==> config.mk <==
export PLATFORM = sky130hd
export DESIGN_NAME = option_byte_config_decoder
export DESIGN_NICKNAME = d
export VERILOG_FILES = /design/src/rtl/option_cfg_pkg.sv /design/src/rtl/option_byte_config_decoder.sv
export SDC_FILE = /design/constraint.sdc
export NUM_CORES = 1
export LEC_CHECK = 0
export ABC_AREA = 1
export ABC_CLOCK_PERIOD_IN_PS = 2900
export BUFFER_PORTS_ARGS = -buffer_cell sky130_fd_sc_hd__buf_2
export CORE_UTILIZATION = 40
export CTS_CLUSTER_DIAMETER = 200
export CTS_CLUSTER_SIZE = 14
export DETAILED_ROUTE_END_ITERATION = 12
export HOLD_SLACK_MARGIN = 0.15
export PLACE_DENSITY = 0.68
export SYNTH_ARGS = -nofsm -noshare
export SYNTH_HDL_FRONTEND = slang
export SYNTH_SLANG_ARGS = --single-unit
==> constraint.sdc <==
create_clock -name clk_in -period 2.9 [get_ports clk_in]
set_clock_uncertainty 0.05 [all_clocks]
set_input_delay 0.87 -clock clk_in [delete_from_list [all_inputs] [get_ports clk_in]]
set_output_delay 0.87 -clock clk_in [all_outputs]
set_load 0.05 [all_outputs]
==> src/rtl/option_cfg_pkg.sv <==
// Package: option byte offsets, field positions, encodings and register map
package option_cfg_pkg;

  // Option byte storage offsets (primary and alternate copies)
  localparam logic [15:0] DETECTOR_OPTION_ADDR     = 16'h00c1;
  localparam logic [15:0] OSC_FLASH_OPTION_ADDR    = 16'h00c2;
  localparam logic [15:0] DEBUG_OPTION_ADDR        = 16'h00c3;
  localparam logic [15:0] ALT_COPY_OFFSET          = 16'h0100;

  // Detector option byte fields
  localparam int DET_MODE_LO_BIT  = 0;
  localparam int DET_MODE_HI_BIT  = 1;
  localparam int DET_SUB_LSB      = 2;
  localparam int DET_LEVEL_LSB    = 5;
  localparam int DET_LEVEL_TOP    = 7;
  localparam logic [4:0] DET_LEVEL_MAX = 5'h0d;

  // Oscillator / flash option byte fields
  localparam int FLASH_MODE_LSB   = 6;
  localparam int FREQ_SEL_LSB     = 0;
  localparam int OSC_FIXED_HI_BIT = 5;
  localparam int OSC_FIXED_LO_BIT = 4;

  // Debug option byte fields
  localparam int DBG_ENABLE_BIT   = 7;
  localparam int DBG_ERASE_BIT    = 0;
  localparam logic [5:0] DBG_FIXED_PATTERN = 6'h02;

  typedef enum logic [1:0] {
    FLASH_LOW_VOLTAGE = 2'h0,
    FLASH_PROHIBITED  = 2'h1,
    FLASH_LOW_SPEED   = 2'h2,
    FLASH_HIGH_SPEED  = 2'h3
  } flash_mode_type;

  // Oscillator frequency select codes
  localparam logic [3:0] FREQ_32MHZ = 4'h8;
  localparam logic [3:0] FREQ_24MHZ = 4'h0;
  localparam logic [3:0] FREQ_16MHZ = 4'h9;
  localparam logic [3:0] FREQ_12MHZ = 4'h1;
  localparam logic [3:0] FREQ_8MHZ  = 4'ha;
  localparam logic [3:0] FREQ_4MHZ  = 4'hb;
  localparam logic [3:0] FREQ_1MHZ  = 4'hd;

  // Decoded configuration handed to clock, detector and debug logic
  typedef struct packed {
    logic           detector_on;
    logic [4:0]     detector_level;
    logic [7:0]     osc_mhz;
    flash_mode_type flash_mode;
    logic           debug_enable;
    logic           erase_on_auth_fail;
  } config_type;

  // Software register map
  localparam logic [7:0] REG_DETECTOR  = 8'hc1;
  localparam logic [7:0] REG_OSC_FLASH = 8'hc2;
  localparam logic [7:0] REG_DEBUG     = 8'hc3;
  localparam logic [7:0] REG_STATUS    = 8'h10;
  localparam logic [7:0] REG_IRQ_EN    = 8'h14;
  localparam logic [7:0] REG_IRQ_CLR   = 8'h18;
  localparam logic [7:0] REG_CONFIG    = 8'h1c;

  // Status bit positions
  localparam int ST_LOADED     = 0;
  localparam int ST_DET_BAD    = 1;
  localparam int ST_FLASH_BAD  = 2;
  localparam int ST_FREQ_BAD   = 3;
  localparam int ST_DBG_BAD    = 4;
  localparam int ST_MISMATCH   = 5;
  localparam int ST_ERASE      = 6;
  localparam int STATUS_W      = 7;

endpackage : option_cfg_pkg
==> src/rtl/option_byte_config_decoder.sv <==
// Option byte loader and decoder with register port and interrupt
//
// Added by the designer: the strobed register port.
`timescale 1ns/1ps
`default_nettype none
// Summary of operation
// - In interrupt mode the detector level is one of fourteen listed level/sub-level pairs; other codes are flagged.
// - The detector is off when the low mode bit and the top level bit are both 1.
// - Flash mode code 00 is low-voltage, 10 low-speed, 11 high-speed; 01 is flagged.
// - The frequency field maps seven codes to 32..1 MHz; other codes are flagged.
// - Both copies of the oscillator byte must match; a swap selects the alternate copy.
// - Debug bits 00 disable debug, 01 is flagged, enable bit set permits debug.
// - Debug on with erase bit clear erases flash on a failed ID check.
// - Debug on with erase bit set keeps flash on a failed ID check.
// - Both copies of the debug byte must match; a swap selects the alternate copy.
module option_byte_config_decoder
  import option_cfg_pkg::*;
(
  input  wire logic        clk_in,
  input  wire logic        rst_n_in,
  input  wire logic        boot_swap_in,
  output logic [15:0]      nvm_addr_out,
  output logic             nvm_rd_out,
  input  wire logic [7:0]  nvm_data_in,
  input  wire logic        auth_fail_in,
  output config_type       config_out,
  output logic             config_valid_out,
  output logic             flash_erase_out,
  input  wire logic [7:0]  reg_addr_in,
  input  wire logic [7:0]  reg_wdata_in,
  input  wire logic        reg_wr_in,
  input  wire logic        reg_rd_in,
  output logic [7:0]       reg_rdata_out,
  output logic             irq_out
);

  ////////////////////////////////////////////////////////////////////////
  // Load sequencer: six reads, primary and alternate of three bytes
  // The read strobe is registered, so one wait state sits between the
  // request and the capture of the storage answer
  typedef enum logic [4:0] {
    ST_IDLE = 5'h01,
    ST_REQ  = 5'h02,
    ST_WAIT = 5'h04,
    ST_CAP  = 5'h08,
    ST_DONE = 5'h10
  } load_state_type;

  load_state_type state_reg;
  logic [2:0]     idx_reg;
  logic [7:0]     prim_reg [3];
  logic [7:0]     alt_reg  [3];
  logic           swap_reg;
  logic [1:0]     byte_sel;
  logic           is_alt;

  assign byte_sel = idx_reg[2:1];
  assign is_alt   = idx_reg[0];

  always_ff @(posedge clk_in or negedge rst_n_in) begin
    if (!rst_n_in) begin
      state_reg <= ST_IDLE;
      idx_reg   <= 3'h0;
    end else begin
      case (state_reg)
        ST_IDLE: state_reg <= ST_REQ;
        ST_REQ:  state_reg <= ST_WAIT;
        ST_WAIT: state_reg <= ST_CAP;
        ST_CAP: begin
          if (idx_reg == 3'h5) begin
            state_reg <= ST_DONE;
          end else begin
            idx_reg   <= idx_reg + 3'h1;
            state_reg <= ST_REQ;
          end
        end
        ST_DONE: state_reg <= ST_DONE;
        default: state_reg <= ST_IDLE;
      endcase
    end
  end

  // Swap strap sampled by a clocked process after reset release
  always_ff @(posedge clk_in or negedge rst_n_in) begin
    if (!rst_n_in) begin
      swap_reg <= 1'b0;
    end else if (state_reg == ST_IDLE) begin
      swap_reg <= boot_swap_in;
    end
  end

  always_ff @(posedge clk_in or negedge rst_n_in) begin
    if (!rst_n_in) begin
      nvm_addr_out <= 16'h0000;
      nvm_rd_out   <= 1'b0;
    end else begin
      nvm_rd_out   <= (state_reg == ST_REQ);
      nvm_addr_out <= DETECTOR_OPTION_ADDR + {14'h0000, byte_sel}
                      + (is_alt ? ALT_COPY_OFFSET : 16'h0000);
    end
  end

  // Strobe stands in ST_WAIT; the storage answer stands in ST_CAP
  always_ff @(posedge clk_in or negedge rst_n_in) begin
    if (!rst_n_in) begin
      for (int i = 0; i < 3; i++) begin
        prim_reg[i] <= 8'h00;
        alt_reg[i]  <= 8'h00;
      end
    end else if (state_reg == ST_CAP) begin
      if (is_alt) alt_reg[byte_sel]  <= nvm_data_in;
      else        prim_reg[byte_sel] <= nvm_data_in;
    end
  end

  ////////////////////////////////////////////////////////////////////////
  // Decode of the selected copy
  logic [7:0] det_byte;
  logic [7:0] osc_byte;
  logic [7:0] dbg_byte;
  logic       loaded;

  // Swap exchanges the copies, so the alternate one becomes active
  assign det_byte = swap_reg ? alt_reg[0] : prim_reg[0];
  assign osc_byte = swap_reg ? alt_reg[1] : prim_reg[1];
  assign dbg_byte = swap_reg ? alt_reg[2] : prim_reg[2];
  assign loaded   = (state_reg == ST_DONE);

  logic [2:0] det_level;
  logic [1:0] det_sub;
  logic [4:0] level_idx;
  logic       det_off;
  logic       det_bad;

  assign det_level = det_byte[DET_LEVEL_LSB +: 3];
  assign det_sub   = det_byte[DET_SUB_LSB +: 2];
  assign det_off   = det_byte[DET_MODE_LO_BIT] & det_byte[DET_LEVEL_TOP];

  // Index 0 = 1.67/1.63 V up to 13 = 4.06/3.98 V
  always_comb begin
    level_idx = 5'h1f;
    if (det_byte[DET_MODE_HI_BIT] && det_byte[DET_MODE_LO_BIT]) begin
      case ({det_level, det_sub})
        5'h03:   level_idx = 5'h00;
        5'h02:   level_idx = 5'h01;
        5'h07:   level_idx = 5'h02;
        5'h06:   level_idx = 5'h03;
        5'h05:   level_idx = 5'h04;
        5'h0b:   level_idx = 5'h05;
        5'h0a:   level_idx = 5'h06;
        5'h09:   level_idx = 5'h07;
        5'h0f:   level_idx = 5'h08;
        5'h0e:   level_idx = 5'h09;
        5'h0d:   level_idx = 5'h0a;
        5'h04:   level_idx = 5'h0b;
        5'h08:   level_idx = 5'h0c;
        5'h0c:   level_idx = 5'h0d;
        default: level_idx = 5'h1f;
      endcase
    end
  end
  assign det_bad = !det_off && (level_idx > DET_LEVEL_MAX);

  flash_mode_type flash_mode;
  logic [3:0]     freq_code;
  logic [7:0]     osc_mhz;
  logic           flash_bad;
  logic           freq_bad;

  assign flash_mode = flash_mode_type'(osc_byte[FLASH_MODE_LSB +: 2]);
  assign flash_bad  = (flash_mode == FLASH_PROHIBITED)
                      || !osc_byte[OSC_FIXED_HI_BIT] || osc_byte[OSC_FIXED_LO_BIT];
  assign freq_code  = osc_byte[FREQ_SEL_LSB +: 4];

  always_comb begin
    case (freq_code)
      FREQ_32MHZ: osc_mhz = 8'h20;
      FREQ_24MHZ: osc_mhz = 8'h18;
      FREQ_16MHZ: osc_mhz = 8'h10;
      FREQ_12MHZ: osc_mhz = 8'h0c;
      FREQ_8MHZ:  osc_mhz = 8'h08;
      FREQ_4MHZ:  osc_mhz = 8'h04;
      FREQ_1MHZ:  osc_mhz = 8'h01;
      default:    osc_mhz = 8'h00;
    endcase
  end
  assign freq_bad = (osc_mhz == 8'h00);

  logic dbg_en;
  logic dbg_keep;
  logic dbg_bad;

  assign dbg_en   = dbg_byte[DBG_ENABLE_BIT];
  assign dbg_keep = dbg_byte[DBG_ERASE_BIT];
  // Enable clear with erase bit set is prohibited, as is a wrong fixed field
  assign dbg_bad  = (!dbg_en && dbg_keep)
                    || (dbg_byte[6:1] != DBG_FIXED_PATTERN);

  logic mismatch;
  assign mismatch = (prim_reg[1] != alt_reg[1]) || (prim_reg[2] != alt_reg[2]);

  ////////////////////////////////////////////////////////////////////////
  // Configuration held until next reset
  always_ff @(posedge clk_in or negedge rst_n_in) begin
    if (!rst_n_in) begin
      config_out       <= '0;
      config_valid_out <= 1'b0;
    end else if (loaded && !config_valid_out) begin
      config_valid_out            <= 1'b1;
      config_out.detector_on      <= !det_off;
      config_out.detector_level   <= det_off ? 5'h00 : level_idx;
      config_out.osc_mhz          <= osc_mhz;
      config_out.flash_mode       <= flash_mode;
      config_out.debug_enable     <= dbg_en && !dbg_bad;
      config_out.erase_on_auth_fail <= dbg_en && !dbg_keep;
    end
  end

  // Erase only when debug is permitted and erase bit is clear
  always_ff @(posedge clk_in or negedge rst_n_in) begin
    if (!rst_n_in) begin
      flash_erase_out <= 1'b0;
    end else begin
      flash_erase_out <= auth_fail_in && config_valid_out
                         && config_out.debug_enable
                         && config_out.erase_on_auth_fail;
    end
  end

  ////////////////////////////////////////////////////////////////////////
  // Status, enable and interrupt
  logic [STATUS_W-1:0] status_reg;
  logic [STATUS_W-1:0] irq_en_reg;
  logic [STATUS_W-1:0] events;
  logic                load_pulse;

  assign load_pulse = loaded && !config_valid_out;
  assign events = {flash_erase_out, load_pulse && mismatch,
                   load_pulse && dbg_bad, load_pulse && freq_bad,
                   load_pulse && flash_bad, load_pulse && det_bad, load_pulse};

  // Set wins over a clear in the same cycle
  always_ff @(posedge clk_in or negedge rst_n_in) begin
    if (!rst_n_in) begin
      status_reg <= '0;
    end else begin
      status_reg <= (status_reg & ~((reg_wr_in && reg_addr_in == REG_IRQ_CLR)
                    ? reg_wdata_in[STATUS_W-1:0] : '0)) | events;
    end
  end

  always_ff @(posedge clk_in or negedge rst_n_in) begin
    if (!rst_n_in) begin
      irq_en_reg <= '0;
    end else if (reg_wr_in && reg_addr_in == REG_IRQ_EN) begin
      irq_en_reg <= reg_wdata_in[STATUS_W-1:0];
    end
  end

  assign irq_out = |(status_reg & irq_en_reg);

  ////////////////////////////////////////////////////////////////////////
  // Register read port, data one cycle after strobe
  always_ff @(posedge clk_in or negedge rst_n_in) begin
    if (!rst_n_in) begin
      reg_rdata_out <= 8'h00;
    end else if (reg_rd_in) begin
      case (reg_addr_in)
        REG_DETECTOR:  reg_rdata_out <= det_byte;
        REG_OSC_FLASH: reg_rdata_out <= osc_byte;
        REG_DEBUG:     reg_rdata_out <= dbg_byte;
        REG_STATUS:    reg_rdata_out <= {1'b0, status_reg};
        REG_IRQ_EN:    reg_rdata_out <= {1'b0, irq_en_reg};
        REG_CONFIG:    reg_rdata_out <= {config_valid_out, config_out.detector_on,
                                         config_out.debug_enable,
                                         config_out.erase_on_auth_fail,
                                         2'h0, config_out.flash_mode};
        default:       reg_rdata_out <= 8'h00;
      endcase
    end else begin
      reg_rdata_out <= 8'h00;
    end
  end

  ////////////////////////////////////////////////////////////////////////
  // Assertions
  property p_hold_config;
    @(posedge clk_in) disable iff (!rst_n_in)
      config_valid_out |=> config_valid_out && $stable(config_out);
  endproperty
  a_hold_config: assert property (p_hold_config) else $error("config changed");

  property p_load_time;
    @(posedge clk_in) disable iff (!rst_n_in)
      $rose(config_valid_out) |-> state_reg == ST_DONE && idx_reg == 3'h5;
  endproperty
  a_load_time: assert property (p_load_time) else $error("early load");

  property p_no_erase_keep;
    @(posedge clk_in) disable iff (!rst_n_in)
      flash_erase_out |-> !config_out.erase_on_auth_fail == 1'b0 && $past(auth_fail_in);
  endproperty
  a_no_erase_keep: assert property (p_no_erase_keep) else $error("bad erase");

  property p_erase;
    @(posedge clk_in) disable iff (!rst_n_in)
      auth_fail_in && config_valid_out && config_out.debug_enable
      && config_out.erase_on_auth_fail |=> flash_erase_out;
  endproperty
  a_erase: assert property (p_erase) else $error("erase missed");

  property p_det_off;
    @(posedge clk_in) disable iff (!rst_n_in)
      $rose(config_valid_out) |-> config_out.detector_on
        == !$past(det_byte[DET_MODE_LO_BIT] & det_byte[DET_LEVEL_TOP]);
  endproperty
  a_det_off: assert property (p_det_off) else $error("detector off");

  property p_flash_bad;
    @(posedge clk_in) disable iff (!rst_n_in)
      load_pulse && flash_mode == FLASH_PROHIBITED |=> status_reg[ST_FLASH_BAD];
  endproperty
  a_flash_bad: assert property (p_flash_bad) else $error("flash code");

  property p_freq;
    @(posedge clk_in) disable iff (!rst_n_in)
      load_pulse && freq_code == FREQ_1MHZ |=> config_out.osc_mhz == 8'h01;
  endproperty
  a_freq: assert property (p_freq) else $error("freq map");

  property p_dbg_off;
    @(posedge clk_in) disable iff (!rst_n_in)
      load_pulse && !dbg_en |=> !config_out.debug_enable;
  endproperty
  a_dbg_off: assert property (p_dbg_off) else $error("debug on");

  property p_level;
    @(posedge clk_in) disable iff (!rst_n_in)
      load_pulse && !det_off |=> status_reg[ST_DET_BAD]
        || config_out.detector_level <= DET_LEVEL_MAX;
  endproperty
  a_level: assert property (p_level) else $error("level range");

  c_loaded:   cover property (@(posedge clk_in) $rose(config_valid_out));
  c_swap:     cover property (@(posedge clk_in) config_valid_out && swap_reg);
  c_erase:    cover property (@(posedge clk_in) flash_erase_out);
  c_mismatch: cover property (@(posedge clk_in) status_reg[ST_MISMATCH]);

endmodule // option_byte_config_decoder
`default_nettype wire

==> key figures <==
CTS
  • Clk_lat worst skew: 360 ps
  • Hold Buf Count CTS: 0
  • # Post-CTS Setup Buffers: 0
  • CTS H-tree lvls: 3
  • CTS tree: done
  • CTS Buffer Depth: 2
  • CTS Buf Count: 9
  • Root Buffer: clkbuf_16
  • Post-CTS Resized: 0
  • Clock sink total: 101
  • Clock transition at path regs: 70 ps

Critical path
  • Req. time, crit path: 1980 ps
  • Critical Path End: irq_out
  • Critical path type: reg2out
  • Worst reg-to-reg path cell count: 9
  • Worst R2R Setup Slack: 870 ps
  • Worst setup SP type: flop
  • CP arrival: 1530 ps
  • Setup crit start: status_reg[0]
  • Max Fanout on Critical Path: 3
  • CP Capture Type: output pin
  • R2R Path End: status_reg[1]
  • FF-to-FF Start: swap_reg

Power
  • Leak: 0.003246 µW
  • Cell area power density: 507.3 nW/µm²
  • Max IR drop VDD: ~0.00028 V
  • Design Power: 3171 µW

GRT
  • Largest net degree at the start of global routing: 41
  • Tot GR Track Use: 0.1900
  • First-pass GRT wire length: 21.18 mm
  • Initial antenna violation count: 0
  • Grt ovf: 0
  • Vias in the first global route: 4131
  • GRT met1 Usage: 0.2644
  • Global route hottest layer: met2
  • Grt met3 use: 0.04800
  • Met2 usage: 0.2848

Detailed routing
  • Vias: 4523
  • DRT Wirelength: 12.70 mm
  • DRC: 0
  • TritonRoute pass-1 iters: 5
  • Vias/cell: approximately 4.8
  • Wire length per cell: 13.34 µm
  • Initial DRC count: 285
  • Routed Antenna Nets: 0

Synth
  • Async SR Flop Fraction: 1.000
  • Synth unique cells: 36
  • Top FF cell, synth: dfrtp_1
  • Avg Cell Area, Syn: 7.824 µm²
  • Syn. warnings: 0
  • Mapped cell area: around 5600 µm²
  • Post-synth EDFFs: 0
  • Yosys reg bits: about 100
  • Sequential share of the synthesized area: 0.4546
  • Synth Instances: 711

Run
  • Max Cap Viol: 0

Layout
  • Area of the multi-input gates: approximately 2500 µm²
  • Layout cells sized above 1: 0.1572
  • Register area: 2529 µm²
  • Ant diodes: 0
  • Layout area overhead: 12.37%
  • Fillers: 1364
  • Nets: roughly 800

Min path
  • Hold crit path type: in2async

Timing
  • Fin crit share: 0.8463
  • Final Hold Vio Count: 0
  • Slew Viols, Final: 0
  • Max_slew headroom: 0.6242
  • Worst slew pin tran: 563.8 ps
  • RSZ-0062 raised after global routing: false
  • Post-layout min period: between 2000 and 2500 ps
  • TNS Setup: 0 ps
  • Endpoints failing setup: 0
  • Max Freq: around 410 MHz

Floorplanning
  • Die Ht: 119.9 µm
  • Core box area: around 13000 µm²
  • Row count: 42
  • Die ar.: 14380 µm²
  • Die Wd: 119.9 µm
  • # IOs: 76
  • Initial core utilization: 0.4151

Placed design
  • RD Place Congestion: approximately 0.87
  • # port buffers: 61
  • HPWL Detailed: 9.623 mm

Status
  • Status: finished clean
==> cell families (layout without fill, tap and decap cells) <==
group	after synthesis	in the layout	synth area share
and+or+nand+nor	379	379	0.3009
buffers and inverters	105	158	0.09694
DFF	101	101	0.4546
AOI/OAI and AO/OA	98	98	0.09852
xor gates and xnor gates	16	16	0.02519
adders and majority gates	10	10	0.02249
other	2	14	0.001350
==> worst min path at each step <==
stage	to	slack (ps)	cells past startpoint
after floorplan	alt_reg[18]	400	2
after global placement	status_reg[6]	380	1
after detailed placement	status_reg[6]	400	1
after CTS	alt_reg[2]	340	1
after global routing	alt_reg[2]	360	1
final	alt_reg[2]	340	1
==> Yosys cell counts, types with 3 or more instances <==
library cell	count	area (µm²)
buf_2	4	20.02
a21oi_1	11	55.05
nor2_2	4	25.02
o21ai_1	45	225.2
nor3_1	5	25.02
nor2_4	3	33.78
ha_1	10	125.1
o21ai_2	9	78.83
nand3_1	55	275.3
nand2_2	5	31.28
o21ai_0	22	110.1
buf_6	9	101.4
inv_2	5	18.77
nand2_1	240	900.9
dfrtp_1	100	2502
nand3_4	6	105.1
nand4_1	6	37.54
xor2_1	16	140.1
inv_1	68	255.2
nor2_1	48	180.2
buf_4	18	135.1
==> worst max-delay path, cell delays in order (launching register included) <==
cell	delay, ps
dfrtp_1	410
nand2_1	90
nand2_1	50
a221oi_1	240
nand4_1	140
buf_2	240
==> final cells by class <==
type                            instances  area share
Timing Repair Buffer                   68     0.05965
Sequential cell                       101      0.4045
Tap cell                              176     0.03523
Clock buffer                           12     0.03943
Clock inverter                          4    0.008807
Inverter                               74     0.04524
Multi-Input combinational cell        517      0.4071
==> placed cells by master, fill, tap and decap left out, types with 2 or more instances in the layout <==
cell type and instances:
inv_2 5, ha_1 10, nand2_2 5, o21a_1 2, nor2_2 4, clkbuf_1 2, nand3_4 6, inv_1 68
a21oi_1 11, nand2_1 240, nor2_4 3, xor2_1 16, buf_2 60, a31oi_1 2, nor3_2 3, clkbuf_16 9
nand3_2 2, o211ai_1 2, nand3_1 55, conb_1 14, nor2_1 48, o21ai_2 9, nand4_1 6, o22ai_1 2
o21ai_1 45, nor3_1 4, buf_4 7, inv_6 3, dfrtp_1 100, o21ai_0 22
==> power by group <==
group	total, µW	switching, µW	internal, µW
sequential	1520	51.8	1470
combinational	419	305	114
clock	1230	532	699
==> stage by stage <==
stage | setup slack [ps] | hold slack [ps] | instances | util | cell area [µm²]
after CTS | 453.7 | 341.8 | 952 | 0.4665 | 6251
final | 445.7 | 344.0 | 952 | 0.4665 | 6251
after global placement | 684.5 | 383.3 | 936 | 0.4440 | 5949
after global routing | 397.1 | 355.3 | 952 | 0.4665 | 6251
after floorplan | 805.3 | 405.0 | 723 | - | 5608
after detailed placement | 695.1 | 399.6 | 936 | 0.4440 | 5949
==> layer usage <==
layer,share of wire,vias up,routed length (µm)
met5,0,-,0
li1,-,2355,-
met4,0.022,0,284
met2,0.44,130,5598
met1,0.48,2017,6145
met3,0.053,21,674
(Power assumes the default switching activity.)
